## src/include/button_split_pkg.sv

```systemverilog
package button_split_pkg;

    // ==========================================================
    // Register indices; byte address is four times the index
    // ==========================================================
    localparam logic [9:0] IDX_AD_LEVEL   = 10'h0C8;
    localparam logic [9:0] IDX_DB_LEVEL   = 10'h0C9;
    localparam logic [9:0] IDX_BC_LEVEL   = 10'h0CA;
    localparam logic [9:0] IDX_CMIC_LEVEL = 10'h0CB;
    localparam logic [9:0] IDX_JACK_OVR   = 10'h0CC;
    localparam logic [9:0] IDX_DET_CTRL   = 10'h0D0;
    localparam logic [9:0] IDX_STATUS     = 10'h0D1;
    localparam logic [9:0] IDX_PRESS_CNT  = 10'h0D2;

    // ==========================================================
    // Reset values
    // ==========================================================
    localparam logic [7:0] RST_AD_LEVEL   = 8'h0A;
    localparam logic [7:0] RST_DB_LEVEL   = 8'h16;
    localparam logic [7:0] RST_BC_LEVEL   = 8'h21;
    localparam logic [7:0] RST_CMIC_LEVEL = 8'h3E;
    localparam logic [7:0] RST_JACK_OVR   = 8'h00;
    localparam logic [7:0] RST_DET_CTRL   = 8'h03;

    // ==========================================================
    // Field positions
    // ==========================================================
    localparam int JACK_TYPE_FORCE_BIT = 5;
    localparam int PIN_ORDER_FORCE_BIT = 4;
    localparam int JACK_DET_EN_BIT     = 0;
    localparam int PIN_DET_EN_BIT      = 1;
    localparam int ST_CODE_LSB         = 0;
    localparam int ST_RESULT_LSB       = 8;
    localparam int ST_FOUR_POLE_BIT    = 13;
    localparam int ST_LRMG_BIT         = 14;
    localparam int ST_KEY_HELD_BIT     = 15;

    // One-hot result positions: A, D, B, C, microphone
    localparam int RES_A   = 0;
    localparam int RES_D   = 1;
    localparam int RES_B   = 2;
    localparam int RES_C   = 3;
    localparam int RES_MIC = 4;
    localparam int RES_W   = 5;
    localparam logic [RES_W-1:0] RST_RESULT = 5'h10;

    // Split level order inside the level array
    localparam int LVL_AD   = 0;
    localparam int LVL_DB   = 1;
    localparam int LVL_BC   = 2;
    localparam int LVL_CMIC = 3;
    localparam int LVL_N    = 4;

endpackage

```

## src/reset_sync.sv

```systemverilog
module reset_sync
    import button_split_pkg::*;
(
    input  wire logic mclk_i,
    input  wire logic resetn_i,
    output logic      sync_resetn_o
);

    logic stage1_ff;
    logic stage2_ff;

    // Assert at once, release two edges later
    always_ff @(posedge mclk_i or negedge resetn_i) begin
        if (!resetn_i) begin
            stage1_ff <= 1'b0;
            stage2_ff <= 1'b0;
        end else begin
            stage1_ff <= 1'b1;
            stage2_ff <= stage1_ff;
        end
    end

    assign sync_resetn_o = stage2_ff;

endmodule

```

## src/split_level_classifier.sv

```systemverilog
module split_level_classifier
    import button_split_pkg::*;
#(
    parameter int CODE_W = 8
) (
    input  wire logic              mclk_i,
    input  wire logic              rstn_i,
    input  wire logic [CODE_W-1:0] code_i,
    input  wire logic              code_valid_i,
    input  wire logic [CODE_W-1:0] level_ad_i,
    input  wire logic [CODE_W-1:0] level_db_i,
    input  wire logic [CODE_W-1:0] level_bc_i,
    input  wire logic [CODE_W-1:0] level_cmic_i,
    output logic [RES_W-1:0]       result_o,
    output logic [CODE_W-1:0]      code_o,
    output logic                   result_valid_o
);

    logic [RES_W-1:0]  result_ff;
    logic [CODE_W-1:0] code_ff;
    logic              valid_ff;
    logic              below_ad;
    logic              below_db;
    logic              below_bc;
    logic              below_cmic;
    logic [RES_W-1:0]  nxt_result;

    // Unsigned compares only
    assign below_ad   = code_i < level_ad_i;
    assign below_db   = code_i < level_db_i;
    assign below_bc   = code_i < level_bc_i;
    assign below_cmic = code_i < level_cmic_i;

    // Priority chain: AD level tested first, then DB, BC, CMIC; first hit wins
    // Misordered levels still yield one key, never two
    assign nxt_result[RES_A]   = below_ad;
    assign nxt_result[RES_D]   = !below_ad && below_db;
    assign nxt_result[RES_B]   = !below_ad && !below_db && below_bc;
    assign nxt_result[RES_C]   = !below_ad && !below_db && !below_bc && below_cmic;
    assign nxt_result[RES_MIC] = !below_ad && !below_db && !below_bc && !below_cmic;

    always_ff @(posedge mclk_i or negedge rstn_i) begin
        if (!rstn_i) begin
            result_ff <= RST_RESULT;
            code_ff   <= '0;
            valid_ff  <= 1'b0;
        end else begin
            valid_ff <= code_valid_i;
            if (code_valid_i) begin
                result_ff <= nxt_result;
                code_ff   <= code_i;
            end
        end
    end

    assign result_o       = result_ff;
    assign code_o         = code_ff;
    assign result_valid_o = valid_ff;

endmodule

```

## src/headset_button_classifier.sv

```systemverilog
module headset_button_classifier
    import button_split_pkg::*;
#(
    parameter int CODE_W = 8,
    parameter int CNT_W  = 8
) (
    input  wire logic              mclk_i,
    input  wire logic              resetn_i,
    // APB slave
    input  wire logic              psel_i,
    input  wire logic              penable_i,
    input  wire logic              pwrite_i,
    input  wire logic [11:0]       paddr_i,
    input  wire logic [31:0]       pwdata_i,
    input  wire logic [3:0]        pstrb_i,
    output logic [31:0]            prdata_o,
    output logic                   pready_o,
    output logic                   pslverr_o,
    // Measurement path
    input  wire logic [CODE_W-1:0] code_i,
    input  wire logic              code_valid_i,
    // Automatic detection results
    input  wire logic              det_four_pole_i,
    input  wire logic              det_lrmg_i,
    // Decision outputs
    output logic [RES_W-1:0]       result_o,
    output logic                   result_valid_o,
    output logic                   press_o,
    output logic                   release_o,
    output logic                   four_pole_o,
    output logic                   lrmg_o
);

    // ==========================================================
    // Reset release
    // ==========================================================
    logic rstn;

    reset_sync u_reset_sync (
        .mclk_i        (mclk_i),
        .resetn_i      (resetn_i),
        .sync_resetn_o (rstn)
    );

    // ==========================================================
    // Address decode
    // ==========================================================
    function automatic logic idx_hit(input logic [11:0] addr, input logic [9:0] idx);
        idx_hit = (addr[11:2] == idx) && (addr[1:0] == 2'b00);
    endfunction

    logic       setup_phase;
    logic       wr_access;
    logic       lane0_wr;
    logic       hit_ad;
    logic       hit_db;
    logic       hit_bc;
    logic       hit_cmic;
    logic       hit_jack;
    logic       hit_ctrl;
    logic       hit_status;
    logic       hit_cnt;
    logic       hit_any;
    logic [LVL_N-1:0] hit_level;

    assign setup_phase = psel_i && !penable_i;
    assign wr_access   = psel_i && penable_i && pwrite_i;
    assign lane0_wr    = wr_access && pstrb_i[0];
    assign hit_ad      = idx_hit(paddr_i, IDX_AD_LEVEL);
    assign hit_db      = idx_hit(paddr_i, IDX_DB_LEVEL);
    assign hit_bc      = idx_hit(paddr_i, IDX_BC_LEVEL);
    assign hit_cmic    = idx_hit(paddr_i, IDX_CMIC_LEVEL);
    assign hit_jack    = idx_hit(paddr_i, IDX_JACK_OVR);
    assign hit_ctrl    = idx_hit(paddr_i, IDX_DET_CTRL);
    assign hit_status  = idx_hit(paddr_i, IDX_STATUS);
    assign hit_cnt     = idx_hit(paddr_i, IDX_PRESS_CNT);
    assign hit_level   = {hit_cmic, hit_bc, hit_db, hit_ad};
    assign hit_any     = |hit_level || hit_jack || hit_ctrl || hit_status || hit_cnt;

    // Zero wait states: every access completes in its first access cycle
    assign pready_o  = 1'b1;
    // Read-only registers refuse writes as well
    assign pslverr_o = psel_i && penable_i && (!hit_any || (pwrite_i && (hit_status || hit_cnt)));

    // ==========================================================
    // Split level registers
    // ==========================================================
    localparam logic [7:0] LEVEL_RST [LVL_N] = '{RST_AD_LEVEL, RST_DB_LEVEL,
                                                 RST_BC_LEVEL, RST_CMIC_LEVEL};

    logic [7:0] level_ff [LVL_N];

    // Levels are taken as written; scaling against the bias divider is software's job
    generate
        for (genvar g = 0; g < LVL_N; g++) begin : g_level
            always_ff @(posedge mclk_i or negedge rstn) begin
                if (!rstn) begin
                    level_ff[g] <= LEVEL_RST[g];
                end else if (lane0_wr && hit_level[g]) begin
                    level_ff[g] <= pwdata_i[7:0];
                end
            end
        end
    endgenerate

    // ==========================================================
    // Jack override and detection control
    // ==========================================================
    logic [7:0] jack_ovr_ff;
    logic [1:0] det_ctrl_ff;

    always_ff @(posedge mclk_i or negedge rstn) begin
        if (!rstn) begin
            jack_ovr_ff <= RST_JACK_OVR;
            det_ctrl_ff <= RST_DET_CTRL[1:0];
        end else begin
            if (lane0_wr && hit_jack) begin
                jack_ovr_ff <= pwdata_i[7:0];
            end
            if (lane0_wr && hit_ctrl) begin
                det_ctrl_ff <= pwdata_i[1:0];
            end
        end
    end

    logic jack_det_en;
    logic pin_det_en;
    logic nxt_four_pole;
    logic nxt_lrmg;

    assign jack_det_en   = det_ctrl_ff[JACK_DET_EN_BIT];
    assign pin_det_en    = det_ctrl_ff[PIN_DET_EN_BIT];
    assign nxt_four_pole = jack_det_en ? det_four_pole_i
                                       : jack_ovr_ff[JACK_TYPE_FORCE_BIT];
    assign nxt_lrmg      = pin_det_en ? det_lrmg_i
                                      : jack_ovr_ff[PIN_ORDER_FORCE_BIT];

    logic four_pole_ff;
    logic lrmg_ff;

    always_ff @(posedge mclk_i or negedge rstn) begin
        if (!rstn) begin
            four_pole_ff <= 1'b0;
            lrmg_ff      <= 1'b0;
        end else begin
            four_pole_ff <= nxt_four_pole;
            lrmg_ff      <= nxt_lrmg;
        end
    end

    assign four_pole_o = four_pole_ff;
    assign lrmg_o      = lrmg_ff;

    // ==========================================================
    // Classification
    // ==========================================================
    logic [RES_W-1:0]  result;
    logic [CODE_W-1:0] last_code;
    logic              result_valid;

    split_level_classifier #(
        .CODE_W (CODE_W)
    ) u_classifier (
        .mclk_i         (mclk_i),
        .rstn_i         (rstn),
        .code_i         (code_i),
        .code_valid_i   (code_valid_i),
        .level_ad_i     (level_ff[LVL_AD][CODE_W-1:0]),
        .level_db_i     (level_ff[LVL_DB][CODE_W-1:0]),
        .level_bc_i     (level_ff[LVL_BC][CODE_W-1:0]),
        .level_cmic_i   (level_ff[LVL_CMIC][CODE_W-1:0]),
        .result_o       (result),
        .code_o         (last_code),
        .result_valid_o (result_valid)
    );

    assign result_o       = result;
    assign result_valid_o = result_valid;

    // ==========================================================
    // Press and release events
    // ==========================================================
    logic             key_held_ff;
    logic [RES_W-1:0] held_key_ff;
    logic             press_ff;
    logic             release_ff;
    logic [CNT_W-1:0] press_cnt_ff;
    logic             new_is_key;
    logic             key_changed;
    logic             nxt_press;
    logic             nxt_release;

    // A switch from one key to another counts as release plus press
    assign new_is_key  = !result[RES_MIC];
    assign key_changed = key_held_ff && new_is_key && (result != held_key_ff);
    assign nxt_press   = result_valid && new_is_key && (!key_held_ff || key_changed);
    assign nxt_release = result_valid && key_held_ff && (!new_is_key || key_changed);

    always_ff @(posedge mclk_i or negedge rstn) begin
        if (!rstn) begin
            key_held_ff  <= 1'b0;
            held_key_ff  <= RST_RESULT;
            press_ff     <= 1'b0;
            release_ff   <= 1'b0;
            press_cnt_ff <= '0;
        end else begin
            press_ff   <= nxt_press;
            release_ff <= nxt_release;
            if (result_valid) begin
                key_held_ff <= new_is_key;
                held_key_ff <= result;
            end
            // Counter wraps; software reads differences
            if (nxt_press) begin
                press_cnt_ff <= press_cnt_ff + CNT_W'(1);
            end
        end
    end

    assign press_o   = press_ff;
    assign release_o = release_ff;

    // ==========================================================
    // Read data, captured in the setup cycle
    // ==========================================================
    logic [31:0] status_word;
    logic [31:0] rd_mux;
    logic [31:0] prdata_ff;

    always_comb begin
        status_word = '0;
        status_word[ST_CODE_LSB +: CODE_W]  = last_code;
        status_word[ST_RESULT_LSB +: RES_W] = result;
        status_word[ST_FOUR_POLE_BIT]       = four_pole_ff;
        status_word[ST_LRMG_BIT]            = lrmg_ff;
        status_word[ST_KEY_HELD_BIT]        = key_held_ff;
    end

    assign rd_mux = hit_ad     ? {24'h000000, level_ff[LVL_AD]}   :
                    hit_db     ? {24'h000000, level_ff[LVL_DB]}   :
                    hit_bc     ? {24'h000000, level_ff[LVL_BC]}   :
                    hit_cmic   ? {24'h000000, level_ff[LVL_CMIC]} :
                    hit_jack   ? {24'h000000, jack_ovr_ff}        :
                    hit_ctrl   ? {30'h00000000, det_ctrl_ff}      :
                    hit_status ? status_word                      :
                    hit_cnt    ? 32'(press_cnt_ff)                :
                                 32'h00000000;

    always_ff @(posedge mclk_i or negedge rstn) begin
        if (!rstn) begin
            prdata_ff <= 32'h00000000;
        end else if (setup_phase && !pwrite_i) begin
            prdata_ff <= rd_mux;
        end
    end

    assign prdata_o = prdata_ff;

endmodule

```

## config.mk

```make
export PLATFORM = sky130hd
export DESIGN_NAME = headset_button_classifier
export DESIGN_NICKNAME = d
export VERILOG_FILES = /design/src/include/button_split_pkg.sv /design/src/reset_sync.sv /design/src/split_level_classifier.sv /design/src/headset_button_classifier.sv
export SDC_FILE = /design/constraint.sdc
export NUM_CORES = 1
export LEC_CHECK = 0
export ABC_AREA = 1
export ABC_CLOCK_PERIOD_IN_PS = 4230
export BUFFER_PORTS_ARGS = -buffer_cell sky130_fd_sc_hd__buf_2
export CAP_MARGIN = 20
export CORE_MARGIN = 2
export CORE_UTILIZATION = 45
export CTS_CLUSTER_DIAMETER = 150
export DETAILED_ROUTE_END_ITERATION = 8
export PLACE_DENSITY = 0.68
export SYNTH_ARGS = -nofsm -noshare
export SYNTH_HDL_FRONTEND = slang
export SYNTH_SLANG_ARGS = --single-unit
```

## constraint.sdc

```tcl
create_clock -name mclk_i -period 4.23 [get_ports mclk_i]
set_clock_uncertainty 0.2 [all_clocks]
set_input_delay 1.269 -clock mclk_i [delete_from_list [all_inputs] [get_ports mclk_i]]
set_output_delay 1.269 -clock mclk_i [all_outputs]
set_load 0.01 [all_outputs]
```

==> summary.txt <==
status -> finished, final reports clean
Die Area -> 12,600 µm²
Die Y -> 112 µm
Final ANT Viol Nets -> 0
DRT Wirelength -> 13,700 µm
Final WS setup -> 0.0949 ns
largest net degree at the start of global routing -> 51
DR pass1 iterations -> 5
Layout area overhead -> 13.4%
CP arrival -> 2.67 ns
unrepaired setup endpoints after global routing -> false
Post-synth EDFFs -> 0
Num CTS Buffers -> 9
routability cong. -> 0.906
grt met1 use -> 29.5%
cts hold-fix bufs -> 0
Clock Sinks -> 92
Clock Path Buffers -> 2
CP max FO -> 5
Synthesis Warnings -> 0
Via density -> 5.19
worst endpoint required time -> 2.76 ns
final hold vios -> 0
Synth cell types -> 41
peak supply drop -> 0.000285 V
crit end category -> primary output
reg-to-reg slack, setup -> 2.15 ns
Root Driver -> clkbuf_16
slew at the pin closest to its max-slew limit -> 0.780 ns
grt ovf -> 0
Pleak -> 3.01 nW
startpoint types -> input pin
TNS Setup -> 0 ns
average wire per standard cell -> 15.8 µm
Top Ports -> 108
Slew Limit Fails -> 0
multi-input logic area -> 2440 µm²
Worst-Skew Late Latency -> 0.36 ns
TritonCTS clock tree -> yes
Pwr Density -> 351 nW/µm²
drc violations -> 0
initial drt markers -> 306
# diodes -> 0
post-synthesis cell count -> 653
Max Cap Violations -> 0
H-tree depth -> 3
Final min period -> 4.14 ns
post-CTS setup buffers -> 0
DIE WIDTH -> 112 µm
number of fill cells -> 1,151
Critical path origin -> paddr_i[1]
vias in the first global route -> 4,364
dpl ws -> 0.151 ns
Tcrit/Tclk final -> 97.8%
Synth Flop Type -> dfrtp_1
slowest CP cell -> nor2_1
Via Count -> 4,493
flip-flop and latch area -> 2330 µm²
worst reg2reg path startpoint -> level_ff[17]
CTS clk-pin slew, worst paths -> 0.07 ns
share of cells above drive strength 1 -> 19.6%
Starting Density -> 46.3%
Avg Cell Area, Syn -> 8.09 µm²
I/O Buffers -> 63
Worst Reg-to-Reg Cells -> 12
Rows -> 39
NumNets Final -> 811
RR Endpoint -> u_classifier.result_o[3]
synthesized area -> 5280 µm²
CP cell instances -> buf_2 -> nor2_2 -> inv_2 -> nor2_4 -> nand2_1 -> nor2_1 -> nor2_1 -> o21ai_0 -> nor4_1 -> buf_2
first-pass GRT wire length -> 22,200 µm
met2 Usage GRT -> 37.6%
asr flop ratio synth -> 100%
Max Clock Freq -> 242 MHz
Hold Path Class -> reg2async
cts repair resizes -> 0
Slew HR -> 47.6%
Post-DP HPWL -> 10,400 µm
GRT Resource Usage Total -> 22.7%
met3 usage in global routing -> 3.29%
floorplan core area -> 11,400 µm²
post-synthesis register bit count -> 92
WS Path Type -> in2out
Most Used Layer, Global Route -> met2
antenna violations before repair -> 0
Seq/Total Area, Yosys -> 44.0%
Final setup viols -> 0
Worst path max stage delay -> 0.24 ns
critical path, delay by kind of cell:
kind,cells,cell delay [ns]
AOI/OAI and AO/OA,1,0.18
buffers and inverters,3,0.36
and+or+nand+nor,6,0.86
through the flow:
step / std cells / util, % / power, W / area (µm²) / hold WS (ns)
2_1_floorplan: 669 / - / 0.00119 / 5340 / 0.131
3_3_place_gp: 850 / 49.7 / 0.00126 / 5680 / 0.136
3_5_place_dp: 850 / 49.7 / 0.00127 / 5680 / 0.144
4_1_cts: 866 / 52.4 / 0.00211 / 5990 / 0.161
5_1_grt: 866 / 52.4 / 0.00219 / 5990 / 0.163
6_report: 866 / 52.4 / 0.00210 / 5990 / 0.158
Yosys cell counts (2+ instances only):
library cell    n  share of area, %
nand2_1       162                12
inv_1          84               6.0
dfrtp_1        76                36
nor2_1         42               3.0
nand4_1        36               4.3
o21ai_0        35               3.3
a21oi_1        31               2.9
ha_1           29               6.9
o21ai_1        22               2.1
buf_4          17               2.4
nand3_1        17               1.6
dfstp_2        16               8.0
inv_2           9              0.64
clkbuf_1        8              0.57
o21ai_2         8               1.3
buf_6           5               1.1
o31ai_1         5              0.71
xor2_1          5              0.83
o21a_1          4              0.57
xnor2_1         4              0.66
buf_2           3              0.28
nand2_2         3              0.36
nor2_2          3              0.36
nor4_2          3              0.71
a211oi_1        2              0.28
conb_1          2              0.14
nand2_4         2              0.43
nand3_2         2              0.38
nor2_4          2              0.43
nor3_1          2              0.19
nor4_1          2              0.24
o211ai_1        2              0.28
o22ai_1         2              0.24
cell usage in the layout, fill, tap and decap left out, types with 16 or more instances in the layout:
cell and n:
nand2_1 162, buf_2 63, dfstp_2 16, o21ai_1 22, nor2_1 41, nand3_1 17
dfrtp_1 75, inv_1 84, a21oi_1 31, nand4_1 36, ha_1 29, o21ai_0 35
conb_1 18
where the power goes:
part / leakage [nW] / internal (W) / total [W] / switching [W]
logic: 1.67 / 0.0000938 / 0.000255 / 0.000161
registers: 1.18 / 0.000939 / 0.00101 / 0.0000679
clock network: 0.156 / 0.000491 / 0.000838 / 0.000347
total: 3.01 / 0.00152 / 0.00210 / 0.000576
layer usage:
layer	up-vias	routed length (µm)	part of all wire (%)
met2	129	6560	48
met1	2109	6080	44
met5	-	0	0
met4	0	417	3.1
met3	28	605	4.4
li1	2227	-	-
flip-flops by register name, indices dropped and copies added (netlist names):
register and flops:
level_ff 32, u_classifier.code_o 8, key_held_ff 1, held_key_ff 5, press_o 1, jack_ovr_ff 8
lrmg_o 1, press_cnt_ff 8, prdata_o 16, u_reset_sync.sync_resetn_o 1, u_classifier.result_valid_o 1, u_classifier.result_o 5
four_pole_o 1, release_o 1, det_ctrl_ff 2, u_reset_sync.stage1_ff 1
kinds of logic (layout without fill, tap and decap cells):
| group | after synthesis | after routing | synth area share (%) |
|---|---|---|---|
| mux | 1 | 1 | 0.213 |
| compound gates | 113 | 113 | 12.1 |
| buf+inv | 127 | 181 | 11.0 |
| xor+xnor | 9 | 9 | 1.49 |
| other cells | 2 | 18 | 0.142 |
| flops | 92 | 92 | 44.0 |
| simple gates | 280 | 280 | 24.3 |
| fa+ha+maj | 29 | 29 | 6.87 |
worst max-delay path by stage:
stage / cells after the start / slack (ns) / endpoint
after floorplan: 7 / 0.53 / pslverr_o
after global placement: 10 / 0.18 / pslverr_o
after detailed placement: 10 / 0.15 / pslverr_o
after CTS: 10 / 0.12 / pslverr_o
after global routing: 10 / 0.05 / pslverr_o
final: 10 / 0.09 / pslverr_o
layout make-up:
cell class | instances | share of cell area [%]
Clock buffer | 11 | 4.22
Clock inverter | 5 | 0.961
Inverter | 93 | 5.83
Multi-Input combinational cell | 450 | 40.8
Sequential cell | 92 | 38.8
Tap cell | 143 | 2.99
Timing Repair Buffer | 72 | 6.39
Power figures use the tool's default switching activity.
